--- config.mk ---
export PLATFORM = sky130hd
export DESIGN_NAME = current_power_averager
export DESIGN_NICKNAME = d
export VERILOG_FILES = /design/src/rtl/averager_pkg.sv /design/src/rtl/sample_math.sv /design/src/rtl/current_power_averager.sv
export VERILOG_INCLUDE_DIRS = /design/src /design/src/rtl
export SDC_FILE = /design/constraint.sdc
export NUM_CORES = 2
export LEC_CHECK = 0
export ABC_AREA = 1
export BUFFER_PORTS_ARGS = -buffer_cell sky130_fd_sc_hd__buf_2
export CORE_ASPECT_RATIO = 1.1
export CORE_MARGIN = 2
export CORE_UTILIZATION = 65
export CTS_BUF_LIST = sky130_fd_sc_hd__clkbuf_8 sky130_fd_sc_hd__clkbuf_16
export CTS_CLUSTER_DIAMETER = 60
export DETAILED_ROUTE_END_ITERATION = 8
export PLACE_DENSITY = 0.82
export REMOVE_ABC_BUFFERS = 1
export SETUP_SLACK_MARGIN = 0.5
export SYNTH_ARGS = -nofsm -noshare
export SYNTH_HDL_FRONTEND = slang
export SYNTH_SLANG_ARGS = --single-unit
--- constraint.sdc ---
create_clock -name clk_sys_in -period 9.23 [get_ports clk_sys_in]
set_input_delay 1.3845 -clock clk_sys_in [delete_from_list [all_inputs] [get_ports clk_sys_in]]
set_output_delay 1.3845 -clock clk_sys_in [all_outputs]
set_load 0.005 [all_outputs]
--- src/rtl/averager_map.svh ---
// Constants for the current and power averager: register offsets, field
// positions, reset values and converter timing counts.
// Assumes a 25 MHz system clock and a shared converter outside the block.
// Contract
// RULE1: One 16-bit converter serves shunt and bus channels, never both at once.
// RULE2: Bus channel measures negative input to ground; shunt channel is differential.
// RULE3: Current and power are computed only after a shunt then bus sample.
// RULE4: Power is the previous current times the latest bus voltage.
// RULE5: Power reads zero whenever the calibration value is zero.
// RULE6: With averaging above one, results go to an internal accumulator first.
// RULE7: Each sample's current and power add into the accumulator until count reached.
// RULE8: When all samples are done, averages load into the readable output registers.
// RULE9: Arithmetic runs beside conversions and never lengthens conversion time (here the sequencer waits in ST_CALC for the result before the next start).
// RULE10: Mode 111 converts shunt then bus continuously.
// RULE11: Mode 001 starts one measurement set per configuration write.
// RULE12: Done flag sets only after conversions, averaging and multiply finish.
// RULE13: Output registers hold previous averages until a new cycle replaces them.
`ifndef AVERAGER_MAP_SVH
`define AVERAGER_MAP_SVH

`define REG_CONFIG_OFS      4'h0
`define REG_CALIB_OFS       4'h1
`define REG_CURRENT_OFS     4'h2
`define REG_POWER_OFS       4'h3
`define REG_SHUNT_OFS       4'h4
`define REG_BUS_OFS         4'h5
`define REG_STATUS_OFS      4'h6
`define REG_MASK_OFS        4'h7

`define CFG_MODE_LSB        0
`define CFG_AVG_LSB         4
`define CFG_CT_LSB          8
`define CFG_RESET_VAL       16'h0017
`define CALIB_RESET_VAL     16'h0000
`define MASK_RESET_VAL      16'h0000

`define MODE_SINGLE         3'h1
`define MODE_CONT           3'h7

`define STAT_DONE_BIT       0
`define STAT_OVF_BIT        1

`define CLK_MHZ             25
`define CONV_TIME_US        140
`define CONV_CYCLES         (`CONV_TIME_US * `CLK_MHZ)

`endif

--- src/rtl/averager_pkg.sv ---
// Types shared by the averager modules.
// Assumes averager_map.svh provides the numeric constants.
package averager_pkg;

    typedef enum logic [4:0] {
        ST_IDLE  = 5'b00001,
        ST_SHUNT = 5'b00010,
        ST_BUS   = 5'b00100,
        ST_CALC  = 5'b01000,
        ST_LOAD  = 5'b10000
    } seq_state_type;

    typedef enum logic [0:0] {
        CH_SHUNT = 1'b0,
        CH_BUS   = 1'b1
    } channel_type;

endpackage : averager_pkg

--- src/rtl/sample_math.sv ---
// Current and power arithmetic for one shunt and bus sample pair.
// Assumes operands stay stable from start_in through the next cycle; two-cycle pipeline, power one cycle after current.
`timescale 1ns/10ps
module sample_math
    import averager_pkg::*;
(
    input  wire logic               clk_sys_in,
    input  wire logic               arst_n_in,
    input  wire logic               start_in,
    input  wire logic signed [15:0] shunt_in,
    input  wire logic        [15:0] bus_in,
    input  wire logic        [15:0] calib_in,
    output logic                    valid_out,
    output logic signed [15:0]      current_out,
    output logic        [15:0]      power_out
);
    typedef struct packed {
        logic               stage;
        logic               valid;
        logic signed [15:0] current;
        logic        [15:0] power;
    } math_state_type;

    math_state_type s_q;
    math_state_type s_d;

    logic signed [32:0] cur_prod;
    logic        [31:0] pwr_prod;
    logic        [15:0] cur_mag;

    always_comb
    begin
        s_d       = s_q;
        s_d.valid = 1'b0;
        s_d.stage = start_in;
        cur_prod  = shunt_in * $signed({1'b0, calib_in});
        cur_mag   = s_q.current[15] ? 16'(-s_q.current) : s_q.current;
        pwr_prod  = cur_mag * bus_in;
        if (start_in)
        begin
            s_d.current = 16'(cur_prod >>> 11);
        end
        // Power uses the current formed one cycle before. [RULE4]
        if (s_q.stage)
        begin
            s_d.power = (calib_in == 16'h0000) ? 16'h0000 // [RULE5]
                                               : pwr_prod[28:13];
            s_d.valid = 1'b1;
        end
    end

    always_ff @(posedge clk_sys_in or negedge arst_n_in)
    begin
        if (!arst_n_in)
        begin
            s_q <= '0;
        end
        else
        begin
            s_q <= s_d;
        end
    end

    assign valid_out   = s_q.valid;
    assign current_out = s_q.current;
    assign power_out   = s_q.power;

endmodule : sample_math

--- src/rtl/current_power_averager.sv ---
// Sequencer and averager for a shunt/bus current and power monitor.
// Assumes an external converter answering conv_start_out with a result and
// a one-cycle conv_done_in on the same clock, and a plain register port.
`timescale 1ns/10ps
`include "averager_map.svh"
module current_power_averager
    import averager_pkg::*;
#(
    parameter int CONV_CYCLES_P = `CONV_CYCLES
)
(
    input  wire logic        clk_sys_in,
    input  wire logic        arst_n_in,
    input  wire logic [3:0]  addr_in,
    input  wire logic [15:0] wdata_in,
    input  wire logic        wr_in,
    input  wire logic        rd_in,
    output logic      [15:0] rdata_out,
    output logic             conv_start_out,
    output logic             conv_channel_out,
    output logic             conv_differential_out,
    input  wire logic [15:0] conv_result_in,
    input  wire logic        conv_done_in,
    output logic             irq_out
);
    typedef struct packed {
        seq_state_type      state;
        logic        [15:0] config_r;
        logic        [15:0] calib;
        logic        [15:0] mask;
        logic        [1:0]  status;
        logic signed [15:0] current_out_r;
        logic        [15:0] power_out_r;
        logic        [15:0] shunt_r;
        logic        [15:0] bus_r;
        logic signed [25:0] cur_acc;
        logic        [25:0] pwr_acc;
        logic        [10:0] samples;
        logic               calc_pend;
        logic               conv_go;
        logic               channel;
        logic               trigger;
        logic        [15:0] rdata;
        logic        [31:0] watchdog;
    } avg_state_type;

    avg_state_type s_q;
    avg_state_type s_d;

    logic               math_valid;
    logic signed [15:0] math_current;
    logic        [15:0] math_power;
    logic        [2:0]  mode;
    logic        [10:0] avg_target;
    logic               set_done;
    logic               set_ovf;

    // Averaging code to sample count, also the shift used to divide.
    function automatic logic [10:0] avg_count(input logic [2:0] code);
        logic [10:0] n;
        case (code)
            3'h0:    n = 11'h001;
            3'h1:    n = 11'h004;
            3'h2:    n = 11'h010;
            3'h3:    n = 11'h040;
            3'h4:    n = 11'h080;
            3'h5:    n = 11'h100;
            3'h6:    n = 11'h200;
            3'h7:    n = 11'h400;
            default: n = 11'h001;
        endcase
        return n;
    endfunction : avg_count

    function automatic logic [3:0] avg_shift(input logic [2:0] code);
        logic [3:0] sh;
        case (code)
            3'h0:    sh = 4'h0;
            3'h1:    sh = 4'h2;
            3'h2:    sh = 4'h4;
            3'h3:    sh = 4'h6;
            3'h4:    sh = 4'h7;
            3'h5:    sh = 4'h8;
            3'h6:    sh = 4'h9;
            3'h7:    sh = 4'ha;
            default: sh = 4'h0;
        endcase
        return sh;
    endfunction : avg_shift

    assign mode       = s_q.config_r[`CFG_MODE_LSB +: 3];
    assign avg_target = avg_count(s_q.config_r[`CFG_AVG_LSB +: 3]);

    // The arithmetic sits in its own module; the sequencer waits in ST_CALC for
    // the multiplied pair before the next conversion starts. [RULE9]
    sample_math u_math (
        .clk_sys_in  (clk_sys_in),
        .arst_n_in   (arst_n_in),
        .start_in    (s_q.calc_pend),
        .shunt_in    (s_q.shunt_r),
        .bus_in      (s_q.bus_r),
        .calib_in    (s_q.calib),
        .valid_out   (math_valid),
        .current_out (math_current),
        .power_out   (math_power)
    );

    always_comb
    begin
        s_d       = s_q;
        s_d.rdata = 16'h0000;
        s_d.conv_go   = 1'b0;
        s_d.calc_pend = 1'b0;
        set_done  = 1'b0;
        set_ovf   = 1'b0;

        // Register writes.
        if (wr_in)
        begin
            case (addr_in)
                `REG_CONFIG_OFS:
                begin
                    s_d.config_r = wdata_in;
                    s_d.trigger  = 1'b1; // [RULE11]
                    s_d.status[`STAT_DONE_BIT] = 1'b0;
                end
                `REG_CALIB_OFS: s_d.calib = wdata_in;
                `REG_MASK_OFS:  s_d.mask  = wdata_in;
                default: ;
            endcase
        end

        // One converter only: a new start is issued only from idle or
        // after the previous channel has returned its result. [RULE1]
        case (s_q.state)
            ST_IDLE:
            begin
                if ((mode == `MODE_CONT) || (s_q.trigger && mode == `MODE_SINGLE)) // [RULE10] [RULE11]
                begin
                    // A configuration write in this very cycle re-arms, so
                    // a fresh single-shot request is never swallowed.
                    s_d.trigger = wr_in && (addr_in == `REG_CONFIG_OFS);
                    s_d.channel = CH_SHUNT;
                    s_d.conv_go = 1'b1;
                    s_d.state   = ST_SHUNT;
                    s_d.watchdog = 32'h0;
                end
                else if (s_q.trigger)
                begin
                    s_d.trigger = wr_in && (addr_in == `REG_CONFIG_OFS);
                end
            end
            ST_SHUNT:
            begin
                if (conv_done_in)
                begin
                    s_d.shunt_r = conv_result_in;
                    s_d.channel = CH_BUS;
                    s_d.conv_go = 1'b1;
                    s_d.state   = ST_BUS;
                end
            end
            ST_BUS:
            begin
                if (conv_done_in)
                begin
                    s_d.bus_r     = conv_result_in;
                    s_d.calc_pend = 1'b1; // [RULE3]
                    s_d.state     = ST_CALC;
                end
            end
            ST_CALC:
            begin
                if (math_valid)
                begin
                    // Every result is an intermediate until the count ends. [RULE6] [RULE7]
                    s_d.cur_acc = s_q.cur_acc + 26'(math_current);
                    s_d.pwr_acc = s_q.pwr_acc + 26'(math_power);
                    s_d.samples = s_q.samples + 11'h001;
                    if (s_q.samples + 11'h001 >= avg_target)
                    begin
                        s_d.state = ST_LOAD;
                    end
                    else
                    begin
                        s_d.channel = CH_SHUNT;
                        s_d.conv_go = 1'b1;
                        s_d.state   = ST_SHUNT;
                    end
                end
            end
            ST_LOAD:
            begin
                // Outputs change only here, so reads see the last average. [RULE8] [RULE13]
                s_d.current_out_r = 16'(s_q.cur_acc >>>
                                        avg_shift(s_q.config_r[`CFG_AVG_LSB +: 3]));
                s_d.power_out_r   = 16'(s_q.pwr_acc >>
                                        avg_shift(s_q.config_r[`CFG_AVG_LSB +: 3]));
                s_d.cur_acc = '0;
                s_d.pwr_acc = '0;
                s_d.samples = '0;
                set_done    = 1'b1; // [RULE12]
                s_d.state   = ST_IDLE;
            end
            default:
            begin
                s_d.state = ST_IDLE;
            end
        endcase

        // A converter that never answers is reported and the set abandoned,
        // rather than hanging the sequencer forever.
        if (s_q.state == ST_SHUNT || s_q.state == ST_BUS)
        begin
            s_d.watchdog = s_q.watchdog + 32'h1;
            if (s_q.watchdog >= 32'(CONV_CYCLES_P) * 32'h8)
            begin
                set_ovf     = 1'b1;
                s_d.state   = ST_IDLE;
                s_d.samples = '0;
                s_d.cur_acc = '0;
                s_d.pwr_acc = '0;
            end
        end
        else
        begin
            s_d.watchdog = 32'h0;
        end

        // Register reads; a status read clears sticky bits, but a bit set
        // in the same cycle survives the clear.
        if (rd_in)
        begin
            case (addr_in)
                `REG_CONFIG_OFS:  s_d.rdata = s_q.config_r;
                `REG_CALIB_OFS:   s_d.rdata = s_q.calib;
                `REG_CURRENT_OFS: s_d.rdata = s_q.current_out_r;
                `REG_POWER_OFS:   s_d.rdata = s_q.power_out_r;
                `REG_SHUNT_OFS:   s_d.rdata = s_q.shunt_r;
                `REG_BUS_OFS:     s_d.rdata = s_q.bus_r;
                `REG_STATUS_OFS:
                begin
                    s_d.rdata  = {14'h0000, s_q.status};
                    s_d.status = 2'b00;
                end
                `REG_MASK_OFS:    s_d.rdata = s_q.mask;
                default:          s_d.rdata = 16'h0000;
            endcase
        end
        if (set_done)
        begin
            s_d.status[`STAT_DONE_BIT] = 1'b1;
        end
        if (set_ovf)
        begin
            s_d.status[`STAT_OVF_BIT] = 1'b1;
        end
    end

    always_ff @(posedge clk_sys_in or negedge arst_n_in)
    begin
        if (!arst_n_in)
        begin
            s_q          <= '0;
            s_q.state    <= ST_IDLE;
            s_q.config_r <= `CFG_RESET_VAL;
            s_q.calib    <= `CALIB_RESET_VAL;
            s_q.mask     <= `MASK_RESET_VAL;
        end
        else
        begin
            s_q <= s_d;
        end
    end

    assign rdata_out        = s_q.rdata;
    assign conv_start_out   = s_q.conv_go;
    assign conv_channel_out = s_q.channel;
    // Shunt is IN+ minus IN-; bus is IN- against ground. [RULE2]
    assign conv_differential_out = (s_q.channel == CH_SHUNT);
    assign irq_out = |(s_q.status & s_q.mask[1:0]);

endmodule : current_power_averager

## Word-level counts from Yosys, hierarchy flattened

Memory sizes are Yosys's and may differ from the RTL's.
Index checks and enable logic that the tools add are counted.

| word-level totals | value |
|---|---|
| bits of input ports | 41 |
| register bits | 268 |
| memories kept | 3 |
| bits in read-only memories | 128 |

| cells by class | value |
|---|---|
| eq/ne operators | 18 |
| reduce and logical (&&, ||, !) cells | 17 |
| shift operators | 2 |
| multiply operators | 2 |
| bitwise logic cells | 2 |
| $lt $le $gt $ge | 2 |
| muxes and demuxes | 41 |
| $add $sub $neg | 5 |

Memories:

| memory | depth | width | rd ports | clocked after Yosys merged registers in | write ports | RTL line | text |
|---|---|---|---|---|---|---|---|
| (no name shown) | 8 | 8 | 1 | 0 | 0 | current_power_averager.sv:61 | `case (code)` |
| (no name shown) | 8 | 4 | 1 | 0 | 0 | current_power_averager.sv:77 | `case (code)` |
| (no name shown) | 8 | 4 | 1 | 0 | 0 | current_power_averager.sv:77 |  |

Operators by type and width:

| cell | number |
|---|---|
| 63-bit 2-to-1 mux | 3 |
| 16-bit one-hot mux with 8 select lines | 1 |
| 63-bit one-hot mux with 2 select lines | 1 |
| 26-bit by 16-bit adder with 26-bit output | 2 |
| 16-bit 2-to-1 mux | 3 |
| 5-bit 2-to-1 mux | 7 |
| 32-bit by 1-bit adder with 32-bit output, second input constant | 1 |
| 32-bit by 15-bit greater-or-equal comparator with 1-bit output, second input constant | 1 |
| 32-bit 2-to-1 mux | 1 |
| 16-bit by 16-bit multiplier with 29-bit output | 1 |
| 16-bit by 17-bit multiplier with 27-bit output | 1 |
| 26-bit by 4-bit right shift with 16-bit output | 1 |
| 26-bit by 4-bit >>> shifter with 16-bit output | 1 |
| 5-bit one-hot mux with 4 select lines | 1 |
| 4-bit by 3-bit equality test with 1-bit output, second input constant | 4 |
| 16-bit zero test | 1 |
| 16-bit negator | 1 |
| 1-bit 2-to-1 mux | 15 |
| 2-bit 2-to-1 mux | 6 |
| 2-bit AND reduction | 6 |
| 11-bit by 1-bit adder with 11-bit output, second input constant | 1 |
| 11-bit greater-or-equal comparator | 1 |
| 4-bit by 2-bit equality test with 1-bit output, second input constant | 2 |
| 4-bit 2-to-1 mux | 2 |
| 20 further kinds | 25 |

## Logic depth before layout (Yosys ltp)

| logic depth | value |
|---|---|
| depth after elaboration | 7 |
| mapped depth | 38 |
| gate-level depth less buffers | 36 |

## Cells and area by module

A second synthesis with hierarchy kept.

| second synthesis, totals | value |
|---|---|
| cell total of the unflattened synthesis | 4587 |
| area, all modules | 33452.1 um^2 |

Modules (own cells, without submodules):

| module | area each (um^2) | sequential area each (um^2) | instances | cells each |
|---|---|---|---|---|
| sample_math | 17994.8 | 850.8 | 1 | 2389 |
| current_power_averager | 15457.3 | 5861.9 | 1 | 2198 |

## Worst setup path after synthesis

No wires, ideal clock.

| timing | value |
|---|---|
| path kind | register to register |
| from | reg u_math.s_q, in the netlist u_math.current_out[0] |
| to | reg u_math.s_q, in the netlist u_math.power_out[12] |
| stages on the path, launching flop included | 35 |
| arrival time | 6.191 ns |
| slack | 2.916 ns |
| cells stage by stage | dfrtp_1 buf_2 inv_2 ha_1 inv_1 nor2_1 nand3_1 nand2_1 nand2_1 inv_1 nand3_1 nand2_1 clkbuf_1 nand2_1 fa_1 fa_1 fa_1 inv_1 fa_1 fa_1 inv_1 fa_1 inv_1 ha_1 nand2_1 nor2_1 inv_1 nor3_1 nand3_1 nand3_1 nand2_1 nand2_1 a21oi_1 o21ai_0 nand2_1 |

| on the way | value |
|---|---|
| word-level cells in the longest chain between the ends | 4 |

RTL lines:

| element | RTL line | text |
|---|---|---|
| from (decl) | sample_math.sv:24 | `math_state_type s_q;` |
| from (signal assigned) | sample_math.sv:56 | `s_q <= '0;` |
| from (signal assigned) | sample_math.sv:60 | `s_q <= s_d;` |
| 16-bit negator | sample_math.sv:37 | `cur_mag = s_q.current[15] ? 16'(-s_q.current) : s_q.current;` |
| 16-bit 2-to-1 mux * | sample_math.sv:37 |  |
| 16-bit by 16-bit multiplier with 29-bit output * | sample_math.sv:38 | `pwr_prod = cur_mag * bus_in;` |
| 16-bit 2-to-1 mux * | sample_math.sv:46 | `s_d.power = (calib_in == 16'h0000) ? 16'h0000` |

Every way passes the cells marked *; elsewhere a longest branch is shown, timed or not.
A chain may end at the register's enable or synchronous reset.

## Worst setup path after layout

| timing | value |
|---|---|
| from | reg u_math.s_q, in the netlist u_math.current_out[0] |
| to | reg u_math.s_q, in the netlist u_math.power_out[1] |

The elaborated chain is that of the path after synthesis.

==> flow_summary.yaml <==
global_routing:
  overflow: 0
  grt_pass1_wl_microns: 156500
  grt_max_degree: 125
  track_usage_pct: 38.98
  grt_pass1_vias: 29100
  grt_antenna_before_repair: 3
critical_path:
  worstSetupPathType: "register to register"
  critPathSlowestCell: "dfrtp_1"
  worstSetupStartpointType: "register"
  slowest_delay_ps: 700
  cp.arrival_ps: 7830
  cp.required_ps: 9670
  crit_family: "adder cells"
  path_common_cell: "inv_1"
  worstPathMaxFanout: 17
  cp.buffers_inverters: 8
  endpoint_kind: "register"
floorplanning:
  core_area_sq_um: 49930
  dieArea_sq_um: 52090
  ios: 61
  initial_utilization_pct: 65.46
  fp.dieW_microns: 217.8
  rows: 86
  chipHeight_microns: 239.2
place:
  gp_congestion: 1.034
  hpwl_microns: 76980
  io_buffer_count: 60
sta:
  setup_viol: 0
  finalCritPeriodShare_pct: 80.11
  slew_viol_final: 0
  rsz0062_at_grt: "false"
  tns_ps: 0
  period_needed_ps: 7394
  fmax_mhz: 135.2
  tightest_slew_ps: 1184
  final_hold_viol_count: 0
  skew_ps: 44.69
  maxSlewHeadroom_pct: 20.88
layout:
  fin_nets: 4988
  final_common_cell: "nand2_1"
  multi_input_area_sq_um: 21740
  final_cell_mix: "nand2_1, inv_1, fa_1"
  final-seq-area_sq_um: 6713
  syn_to_final_growth_pct: 5.057
  drive_gt1_share_pct: 4.789
  nFillCells: 4263
clocking:
  cts.clk_slew.worst_paths_ps: 60
  cts_tree: "built"
  numCtsBuffers: 37
  cts_buffer_depth: 3
  root_buffer: "clkbuf_16"
  cts.sinks: 268
  ctsHoldBuffers: 0
  htree_levels: 2
  clock_latency_ps: 600
  ctsResizeCount: 0
  cts_setup_buffers: 0
outcome:
  outcome: "complete, no violations"
yosys:
  synthMuxAreaShare_pct: 0.3407
  synth_xor_area_share_pct: 1.018
  synth_compound_area_share_pct: 11.81
  ys_ff_latch: 268
  yosys_warnings: 0
  synth-edff-count: 0
  synth.distinct_cells: 64
  synthArstFlopShare_pct: 100.0
  ys_seq_area_share_pct: 20.54
  synthSimpleGateAreaFrac_pct: 21.40
  synthCells: 4411
  synth.avg_cell_area_sq_um: 7.409
  synthFlopType: "dfrtp_1"
  synth_top_family_by_area: "adder cells"
  synthAdderAreaFrac_pct: 31.91
  syn-cell-area_sq_um: 32680
routing:
  drt-pass1-iter-count: 8
  wl_microns: 99040
  vias: 29358
  ant_nets: 0
  dr.first_iter.drc_count: 3041
  vias_per_cell: 5.840
  drc_errors: 0
  routedWlPerCell_microns: 19.70
min_path:
  min_path_type: "register to register"
run:
  maxCapViolCount: 0
-- cell families after synthesis --
group,Yosys count
and+or+nand+nor,1724
AOI/OAI and AO/OA,683
buffers and inverters,1081
DFF,268
adders and majority gates,606
muxes,11
xor gates and xnor gates,38
-- metrics by stage --
step	hold slack, ps	worst slack, ps	util [%]	std cells	cell area, sq um
3_3_place_gp	461.5	1974	66.25	4962	33080
4_1_cts	440.3	1872	68.76	5024	34330
6_report	452.6	1836	68.77	5027	34340
5_1_grt	453.4	1258	68.76	5025	34330
3_5_place_dp	465.7	1900	66.25	4962	33080
2_1_floorplan	376.2	2700	-	4224	31790
-- worst paths after layout --
path,depth (start not counted),end,slack [ps],startpoint
max,30,u_math.power_out[1],1840,u_math.current_out[0]
min,0,u_math.valid_out,450,u_math.s_q[33]
max reg2reg,30,u_math.power_out[1],1840,u_math.current_out[0]
min reg2reg,0,u_math.valid_out,450,u_math.s_q[33]
max in group asynchronous,2,rdata_out[8],6680,arst_n_in
min in group asynchronous,1,s_q[13],930,arst_n_in
-- flip-flops by register name, summed over array words and instances (netlist names) --
signal              flops
s_q                   213
rdata_out              16
u_math.current_out     16
u_math.power_out       16
mode                    3
conv_channel_out        1
conv_start_out          1
u_math.s_q              1
u_math.valid_out        1
-- Yosys cell counts (4+ instances only) --
cell type | count | area share, %
nand2_1 | 1119 | 13
inv_1 | 870 | 10
fa_1 | 379 | 23
nor2_1 | 334 | 3.8
dfrtp_1 | 263 | 20
o21ai_0 | 247 | 3.8
ha_1 | 227 | 8.7
a21oi_1 | 224 | 3.4
nand3_1 | 128 | 2.0
clkbuf_1 | 108 | 1.2
o21ai_1 | 47 | 0.72
nor3_1 | 42 | 0.64
o22ai_1 | 39 | 0.75
nand4_1 | 37 | 0.71
buf_2 | 36 | 0.55
xor2_1 | 22 | 0.59
buf_4 | 21 | 0.48
a21o_1 | 20 | 0.46
a221oi_1 | 19 | 0.51
or2_2 | 19 | 0.36
xnor2_1 | 16 | 0.43
o21a_1 | 14 | 0.32
inv_2 | 13 | 0.15
nand3b_1 | 12 | 0.28
buf_1 | 11 | 0.13
clkinv_1 | 11 | 0.13
nor4_1 | 11 | 0.21
o211ai_1 | 11 | 0.25
mux2i_1 | 10 | 0.31
a31oi_1 | 9 | 0.17
a211oi_1 | 8 | 0.18
buf_6 | 8 | 0.28
o21bai_1 | 8 | 0.18
o221ai_1 | 8 | 0.21
dfstp_2 | 5 | 0.40
nand2_2 | 5 | 0.096
nor2_2 | 5 | 0.096
nor2_4 | 4 | 0.14
o21ai_2 | 4 | 0.11
-- cell type report --
| class | count | share of cell area, % |
|---|---|---|
| Multi-Input combinational cell | 3062 | 63.30 |
| Sequential cell | 268 | 19.55 |
| Inverter | 894 | 9.773 |
| Clock buffer | 37 | 2.697 |
| Tap cell | 660 | 2.405 |
| Timing Repair Buffer | 78 | 1.297 |
| Clock inverter | 25 | 0.9511 |
| Antenna cell | 3 | 0.02186 |
-- layer usage --
layer / track usage (%) / routed length, microns / up-vias
met5: 0 / 13 / -
li1: - / - / 13484
met3: 8.279 / 9202 / 345
met1: 49.59 / 37970 / 14076
met2: 63.34 / 46080 / 1451
met4: 19.48 / 5766 / 2
Power is left out: the tool's default activity adds up to more than one toggle a clock period on the data nets, which glitch-free logic cannot reach.
